==> src/design/awp_regs.svh <==
`ifndef AWP_REGS_SVH
`define AWP_REGS_SVH
// burst type encodings
`define AWP_BURST_FIXED 2'h0
`define AWP_BURST_INCR  2'h1
`define AWP_BURST_WRAP  2'h2
// sideband field positions
`define AWP_SB_EARLY_RESP 8
`define AWP_SB_ZERO_LINE  7
`define AWP_SB_CLEAN_EVICT 6
`define AWP_SB_L1_EVICT   5
`define AWP_SB_MEM_HI     4
`define AWP_SB_MEM_LO     1
`define AWP_SB_SHARED     0
// widths
`define AWP_ID_W   6
`define AWP_DATA_W 64
`define AWP_STRB_W 8
`define AWP_SB_W   9
`endif

==> src/design/awp_pkg.sv <==
package awp_pkg;
  typedef enum logic [1:0] {
    AWP_SZ_8  = 2'h0,
    AWP_SZ_16 = 2'h1,
    AWP_SZ_32 = 2'h2,
    AWP_SZ_64 = 2'h3
  } awp_size_t;
  typedef enum logic [1:0] {
    AWP_IDLE = 2'h0,
    AWP_BUSY = 2'h1,
    AWP_RESP = 2'h3
  } awp_state_t;
endpackage

==> src/design/awp_attr.sv <==
`include "awp_regs.svh"
`timescale 1ns/1ps
`default_nettype none
// --------------------------------------------------
// request attribute encoder
// --------------------------------------------------
module awp_attr (
  // request source
  input  wire logic       from_coherence,
  input  wire logic [1:0] coh_burst,
  input  wire logic       early_resp,
  input  wire logic       zero_line,
  input  wire logic       clean_evict,
  input  wire logic       l1_evict,
  input  wire logic [3:0] mem_type,
  input  wire logic       shared,
  input  wire logic [1:0] outer_policy,
  // encoded fields
  output logic [1:0]      burst,
  output logic [8:0]      sideband,
  output logic [3:0]      cache_type
);
  // reserved 11 from the slave port falls back to incrementing
  wire logic coh_ok = (coh_burst != 2'h3);
  assign burst = (from_coherence && coh_ok) ? coh_burst : `AWP_BURST_INCR;
  assign sideband = {early_resp, zero_line, clean_evict, l1_evict, mem_type, shared};
  // bufferable from mem type, allocate bits from outer policy
  assign cache_type = {outer_policy, (mem_type[3:1] != 3'h0), mem_type[0]};
endmodule
`default_nettype wire

==> src/design/awp_top.sv <==
// Overview of operation
// - core writes use incrementing burst, code 01
// - coherence port fixed or wrapping bursts pass through unchanged
// - reserved burst code never driven
// - size 00/01/10/11 means 8/16/32/64 bit beats
// - sideband bit 8 requests early write response
// - sideband bit 7 flags full line of zeros
// - bit 6 clean eviction, bit 5 level 1 eviction
// - bits 4:1 memory type and inner policy, bit 0 shared
// - 64-bit data with 8-bit byte strobe
// - all write ids are 6 bits
// - 4-bit length gives beats per burst minus one
// - cache type from memory type and outer policy
`include "awp_regs.svh"
`timescale 1ns/1ps
`default_nettype none
module awp_top
  import awp_pkg::*;
(
  // clock and reset
  input  wire logic                   CORE_CLK,
  input  wire logic                   RSTN,
  // request side
  input  wire logic                   REQ_VALID,
  output logic                        REQ_READY,
  input  wire logic                   REQ_FROM_COH,
  input  wire logic [1:0]             REQ_COH_BURST,
  input  wire logic [31:0]            REQ_ADDR,
  input  wire logic [`AWP_ID_W-1:0]   REQ_ID,
  input  wire logic [3:0]             REQ_LEN,
  input  wire awp_pkg::awp_size_t     REQ_SIZE,
  input  wire logic [1:0]             REQ_LOCK,
  input  wire logic [2:0]             REQ_PROT,
  input  wire logic                   REQ_EARLY_RESP,
  input  wire logic                   REQ_ZERO_LINE,
  input  wire logic                   REQ_CLEAN_EVICT,
  input  wire logic                   REQ_L1_EVICT,
  input  wire logic [3:0]             REQ_MEM_TYPE,
  input  wire logic                   REQ_SHARED,
  input  wire logic [1:0]             REQ_OUTER_POLICY,
  // beat side
  input  wire logic                   BEAT_VALID,
  output logic                        BEAT_READY,
  input  wire logic [`AWP_DATA_W-1:0] BEAT_DATA,
  input  wire logic [`AWP_STRB_W-1:0] BEAT_STRB,
  // response side
  output logic                        DONE_VALID,
  output logic [`AWP_ID_W-1:0]        DONE_ID,
  output logic [1:0]                  DONE_RESP,
  // write address channel
  output logic                        AWVALID,
  input  wire logic                   AWREADY,
  output logic [31:0]                 AWADDR,
  output logic [`AWP_ID_W-1:0]        AWID,
  output logic [3:0]                  AWLEN,
  output logic [1:0]                  AWSIZE,
  output logic [1:0]                  AWBURST,
  output logic [1:0]                  AWLOCK,
  output logic [2:0]                  AWPROT,
  output logic [3:0]                  AWCACHE,
  output logic [`AWP_SB_W-1:0]        AWUSER,
  // write data channel
  output logic                        WVALID,
  input  wire logic                   WREADY,
  output logic [`AWP_DATA_W-1:0]      WDATA,
  output logic [`AWP_STRB_W-1:0]      WSTRB,
  output logic [`AWP_ID_W-1:0]        WID,
  output logic                        WLAST,
  // write response channel
  input  wire logic                   BVALID,
  output logic                        BREADY,
  input  wire logic [`AWP_ID_W-1:0]   BID,
  input  wire logic [1:0]             BRESP
);
  import awp_pkg::*;

  // --------------------------------------------------
  // attribute encoding
  // --------------------------------------------------
  logic [1:0] enc_burst;
  logic [8:0] enc_sideband;
  logic [3:0] enc_cache;

  awp_attr u_attr (
    .from_coherence (REQ_FROM_COH),
    .coh_burst      (REQ_COH_BURST),
    .early_resp     (REQ_EARLY_RESP),
    .zero_line      (REQ_ZERO_LINE),
    .clean_evict    (REQ_CLEAN_EVICT),
    .l1_evict       (REQ_L1_EVICT),
    .mem_type       (REQ_MEM_TYPE),
    .shared         (REQ_SHARED),
    .outer_policy   (REQ_OUTER_POLICY),
    .burst          (enc_burst),
    .sideband       (enc_sideband),
    .cache_type     (enc_cache)
  );

  // --------------------------------------------------
  // burst sequencing
  // --------------------------------------------------
  awp_state_t state;
  awp_state_t next_state;
  logic [3:0] beats_left;
  logic       aw_done;
  logic       w_loaded;
  logic       w_done;

  wire logic req_take  = REQ_VALID && REQ_READY;
  wire logic aw_fire   = AWVALID && AWREADY;
  wire logic w_fire    = WVALID && WREADY;
  wire logic last_fire = w_fire && WLAST;
  wire logic beat_take = BEAT_VALID && BEAT_READY;
  wire logic aw_end    = aw_done || aw_fire;
  // last beat may leave before the address is accepted, so remember it
  wire logic w_end     = w_done || last_fire;
  // one burst outstanding; keeps beat/response order trivially matched
  wire logic burst_end = (state == AWP_BUSY) && aw_end && w_end;
  wire logic b_fire    = BVALID && BREADY;

  always_comb begin
    next_state = state;
    case (state)
      AWP_IDLE: begin
        if (req_take) next_state = AWP_BUSY;
      end
      AWP_BUSY: begin
        if (burst_end) next_state = AWP_RESP;
      end
      AWP_RESP: begin
        if (b_fire) next_state = AWP_IDLE;
      end
      default: next_state = AWP_IDLE;
    endcase
  end

  always_ff @(posedge CORE_CLK or negedge RSTN) begin
    if (!RSTN) state <= AWP_IDLE;
    else state <= next_state;
  end

  // --------------------------------------------------
  // address channel
  // --------------------------------------------------
  always_ff @(posedge CORE_CLK or negedge RSTN) begin
    if (!RSTN) begin
      AWVALID <= 1'b0;
      aw_done <= 1'b0;
      AWADDR  <= 32'h0;
      AWID    <= 6'h0;
      AWLEN   <= 4'h0;
      AWSIZE  <= 2'h0;
      AWBURST <= `AWP_BURST_INCR;
      AWLOCK  <= 2'h0;
      AWPROT  <= 3'h0;
      AWCACHE <= 4'h0;
      AWUSER  <= 9'h0;
    end else if (req_take) begin
      AWVALID <= 1'b1;
      aw_done <= 1'b0;
      AWADDR  <= REQ_ADDR;
      AWID    <= REQ_ID;
      AWLEN   <= REQ_LEN;
      AWSIZE  <= REQ_SIZE;
      AWBURST <= enc_burst;
      AWLOCK  <= REQ_LOCK;
      AWPROT  <= REQ_PROT;
      AWCACHE <= enc_cache;
      AWUSER  <= enc_sideband;
    end else if (aw_fire) begin
      AWVALID <= 1'b0;
      aw_done <= 1'b1;
    end
  end

  // --------------------------------------------------
  // data channel
  // --------------------------------------------------
  // beat register refills only once the held beat has gone out
  wire logic w_slot_free = !WVALID || w_fire;
  wire logic more_beats  = (state == AWP_BUSY) && !(last_fire);

  always_ff @(posedge CORE_CLK or negedge RSTN) begin
    if (!RSTN) begin
      WVALID     <= 1'b0;
      WDATA      <= 64'h0;
      WSTRB      <= 8'h0;
      WID        <= 6'h0;
      WLAST      <= 1'b0;
      beats_left <= 4'h0;
      w_loaded   <= 1'b0;
      w_done     <= 1'b0;
    end else begin
      if (req_take) begin
        beats_left <= REQ_LEN;
        WID        <= REQ_ID;
        w_loaded   <= 1'b0;
        w_done     <= 1'b0;
      end else if (beat_take) begin
        WVALID     <= 1'b1;
        WDATA      <= BEAT_DATA;
        WSTRB      <= BEAT_STRB;
        WLAST      <= (beats_left == 4'h0);
        w_loaded   <= (beats_left == 4'h0);
        beats_left <= beats_left - 4'h1;
      end else if (w_fire) begin
        WVALID <= 1'b0;
        WLAST  <= 1'b0;
        w_done <= w_done || WLAST;
      end
    end
  end

  // --------------------------------------------------
  // request, beat and response handshakes
  // --------------------------------------------------
  always_ff @(posedge CORE_CLK or negedge RSTN) begin
    if (!RSTN) begin
      REQ_READY  <= 1'b0;
      BEAT_READY <= 1'b0;
      BREADY     <= 1'b0;
      DONE_VALID <= 1'b0;
      DONE_ID    <= 6'h0;
      DONE_RESP  <= 2'h0;
    end else begin
      REQ_READY  <= (next_state == AWP_IDLE) && !req_take;
      BEAT_READY <= (next_state == AWP_BUSY) && !w_loaded && !(beat_take && beats_left == 4'h0)
                    && !(beat_take) && (w_slot_free || !WVALID) && more_beats && !req_take;
      BREADY     <= (next_state == AWP_RESP) && !b_fire;
      DONE_VALID <= b_fire;
      if (b_fire) begin
        DONE_ID   <= BID;
        DONE_RESP <= BRESP;
      end
    end
  end
endmodule
`default_nettype wire

==> config.mk <==
export PLATFORM = sky130hd
export DESIGN_NAME = awp_top
export DESIGN_NICKNAME = d
export VERILOG_FILES = /design/src/design/awp_pkg.sv /design/src/design/awp_attr.sv /design/src/design/awp_top.sv
export VERILOG_INCLUDE_DIRS = /design/src /design/src/design
export SDC_FILE = /design/constraint.sdc
export NUM_CORES = 1
export LEC_CHECK = 0
export BUFFER_PORTS_ARGS = -buffer_cell sky130_fd_sc_hd__clkbuf_2
export CORE_UTILIZATION = 46
export CTS_CLUSTER_DIAMETER = 120
export CTS_CLUSTER_SIZE = 24
export DETAILED_ROUTE_END_ITERATION = 10
export GPL_ROUTABILITY_DRIVEN = 0
export GPL_TIMING_DRIVEN = 1
export HOLD_SLACK_MARGIN = 0.15
export PLACE_DENSITY_LB_ADDON = 0.2
export SLEW_MARGIN = 20
export SYNTH_ARGS = -nofsm -noshare
export SYNTH_HDL_FRONTEND = slang
export SYNTH_SLANG_ARGS = --single-unit
==> constraint.sdc <==
create_clock -name CORE_CLK -period 1.8 [get_ports CORE_CLK]
set_input_delay 0 -clock CORE_CLK [delete_from_list [all_inputs] [get_ports CORE_CLK]]
set_output_delay 0 -clock CORE_CLK [all_outputs]
set_load 0.01 [all_outputs]
==> run_results.csv <==
group,metric,value,unit
pwr,ir_drop,0.8863,mV
placed_design,portBuffers,306,
routing,drtPass1Iterations,4,
sta,max_freq,584.9,MHz
sta,worst_pin_slew,501.7,ps
finish,layout_commonest_cell,"clkbuf_2",
synthesis,synth_cells,511,
synthesis,yosysSeqAreaShare,62.27,%
run,max_cap_viol_count,0,
global_route,grt-busiest-layer,"met2",
floorplanning,die_area,0.01437,sq mm
clocking,numClockSinks,159,
sta,slew_violations,0,
sta,finalCriticalPeriod,1710,ps
global_route,grt_pass1_wl,30730,um
finish,areaGrowthSynthToFinish,59.42,%
synthesis,ys.warnings.count,0,
placed_design,dp_hpwl,11580,um
pwr,powerDensity,1651,mW/mm^2
worst_setup_path,cp_max_fo,17,
routing,wirelength,19430,um
min_path,hold_path_class,"input port to async pin",
clocking,cts_setup_buffers,0,
run_status,status,"finished clean",
clocking,clock_latency,410,ps
floorplanning,ios,307,
routing,drc,0,
synthesis,syn_area,0.006391,sq mm
synthesis,syn_nets,663,
pwr,power,16.82,mW
global_route,grt_pass1_vias,5931,
clocking,cts_root_buffer,"clkbuf_16",
sta,maxSlewHeadroom,66.55,%
global_route,grt.overflow.total,0,
clocking,cts_buffers,17,
worst_setup_path,crit_type,"flip-flop to flip-flop",
finish,layout_common_cells,"clkbuf_2 (305), nand2_1 (188), dfrtp_1 (158)",
routing,num_vias,5563,
worst_setup_path,cpMaxStageDelayCell,"dlygate4sd3_1",
sta,rsz0062_at_grt,"false",
pwr,p_leak,5.389,nW
sta,setup_tns,0,ps
global_route,grt_usage,28.14,%
worst_setup_path,required,2150,ps
finish,nFillCells,815,
sta,worst_clock_skew,11.23,ps
placed_design,dp_cells,977,
clocking,tritoncts,"yes",
floorplanning,die_y,119.9,um
sta,finalHoldViolations,0,
floorplanning,design.core.area,0.01340,sq mm
floorplanning,num_rows,42,
worst_setup_path,crit_path_end_kind,"flip-flop",
floorplanning,start_util,47.69,%
worst_setup_path,critPathTopFamily,"simple AND/OR/NAND/NOR gates",
worst_setup_path,slowest_delay,550,ps
routing,wl_per_cell,16.74,um
floorplanning,die_w,119.9,um
routing,via_per_inst,4.792,
worst_setup_path,crit_arrival,2060,ps
synthesis,synth_seq_cells,159,
global_route,met3_usage,7.367,%
synthesis,synth.largest_area_cell,"dfrtp_1",
worst_setup_path,path_cells,"nand2_2 -> nor3b_2 -> a22o_1 -> dlygate4sd3_1",
global_route,use_met1,31.64,%
routing,drtIter0Drc,295,
finish,finalNetCount,1124,
finish,drive_gt1_share,44.11,%
sta,finalCritPeriodShare,94.98,%
finish,fin_cells,1161,
sta,layout_setup_ws,90.32,ps
synthesis,synth_top_area_share,61.86,%
clocking,clockBufferDepth,2,
finish,fin_util,76.03,%
worst_setup_path,crit_buf_inv,1,
global_route,grt.met2_usage,50.51,%
clocking,clk_transition_reported_paths,60,ps
worst_setup_path,cp-start-kind,"flip-flop",
global_route,grt_antenna_before_repair,1,
synthesis,synth_cell_types,37,
synthesis,synth.avg_cell_area,12.51,sq um
placed_design,preCtsSetupSlack,197.3,ps
sta,final-setup-viol-count,0,
global_route,grt_max_degree,69,
routing,antenna_left,0,
clocking,htree_levels,4,
synthesis,synth_area_leaders,"dfrtp_1 (62%), mux2_4 (14%), nand2_1 (11%)",
[sequential cells by signal (all words and copies together) (netlist names), 4 cells and up]
name,cells
WDATA,64
AWADDR,32
AWUSER,8
WSTRB,8
DONE_ID,6
WID,6
AWCACHE,4
AWLEN,4
beats_left,4
[final cells by class]
cell class	instances	area (sq um)	share of cell area [%]
flip-flops and latches	159	3980	39.06
repair buffers	472	3231	31.71
multi-input cells	316	2133	20.94
clock buffers	22	464.2	4.556
well taps	176	220.2	2.161
clock inverters	9	135.1	1.326
inverters	6	22.52	0.2210
diodes	1	2.502	0.02456
[cell families (layout without fill, tap and decap cells)]
group           after synthesis  count (layout)  synth area share [%]
fa+ha+maj                     2               2                0.3915
xor+xnor                      2               2                0.2741
other cells                   0               1                     0
flops                       159             159                 62.27
simple gates                211             211                 13.10
compound gates               21              21                 1.977
mux                          80              80                 17.50
buf+inv                      36             509                 4.483
[through the flow]
| step | instance area [sq um] | hold slack [ps] |
|---|---|---|
| after global routing | 10190 | 194.9 |
| final | 10190 | 179.1 |
| after global placement | 8056 | -162.4 |
| after CTS | 10180 | 183.7 |
| after floorplan | 6391 | -295.6 |
| after detailed placement | 8056 | -160.3 |
[worst reg2reg max path, cell delays in order (launching register included)]
cell and delay, ps:
dfrtp_1 380, nand2_2 240, nor3b_2 310, a22o_1 160, dlygate4sd3_1 550
[synthesized netlist by cell type]
cell type,instances
buf_6,1
nand4_1,1
nor4_1,1
mux2_2,22
nand2b_1,1
a21oi_1,3
xor2_1,1
a21bo_2,1
buf_12,6
nor2b_1,1
o21ai_0,11
buf_4,8
and2_1,1
nor3_1,1
and2_0,1
nand2_1,189
a21o_1,1
dfrtp_1,158
clkbuf_1,10
buf_2,4
or3_1,1
a31oi_1,1
mux2_4,58
inv_1,6
xnor2_1,1
nand3_1,6
nor2_1,4
a22o_1,1
o32ai_1,1
ha_1,2
dfstp_2,1
o21a_1,1
o211ai_1,1
nor3b_1,2
or4_1,1
nor2_4,1
buf_8,1
[where the power goes]
part	leakage [nW]	internal [mW]	switching [mW]	total [mW]
Clock	0.271	2.25	1.39	3.64
Sequential	1.93	5.39	1.17	6.56
Combinational	3.19	3.36	3.26	6.62
[path summary, 6_finish.rpt]
check	start	end	slack (ps)	cells after the start
max in group asynchronous	RSTN	WSTRB[0]	790	3
min reg2reg	w_loaded	BEAT_READY	460	1
min	RSTN	w_loaded	180	3
max	REQ_READY	AWBURST[1]	90	4
min in group CORE_CLK	REQ_ADDR[12]	AWADDR[12]	320	4
max reg2reg	REQ_READY	AWBURST[1]	90	4
[repair_timing]
item                                    in CTS  in global routing
endpoints found under the setup margin       0                  3
hold endpoints to repair                   318                  0
hold buffers                               152                  0
resized for setup                            0                  2
[metal layers]
layer	up-vias	wire length [um]
met4	0	486
met5	-	0
met1	2714	7484
met2	249	10240
li1	2569	-
met3	31	1222
No activity file was read; power rests on OpenSTA's default activity.
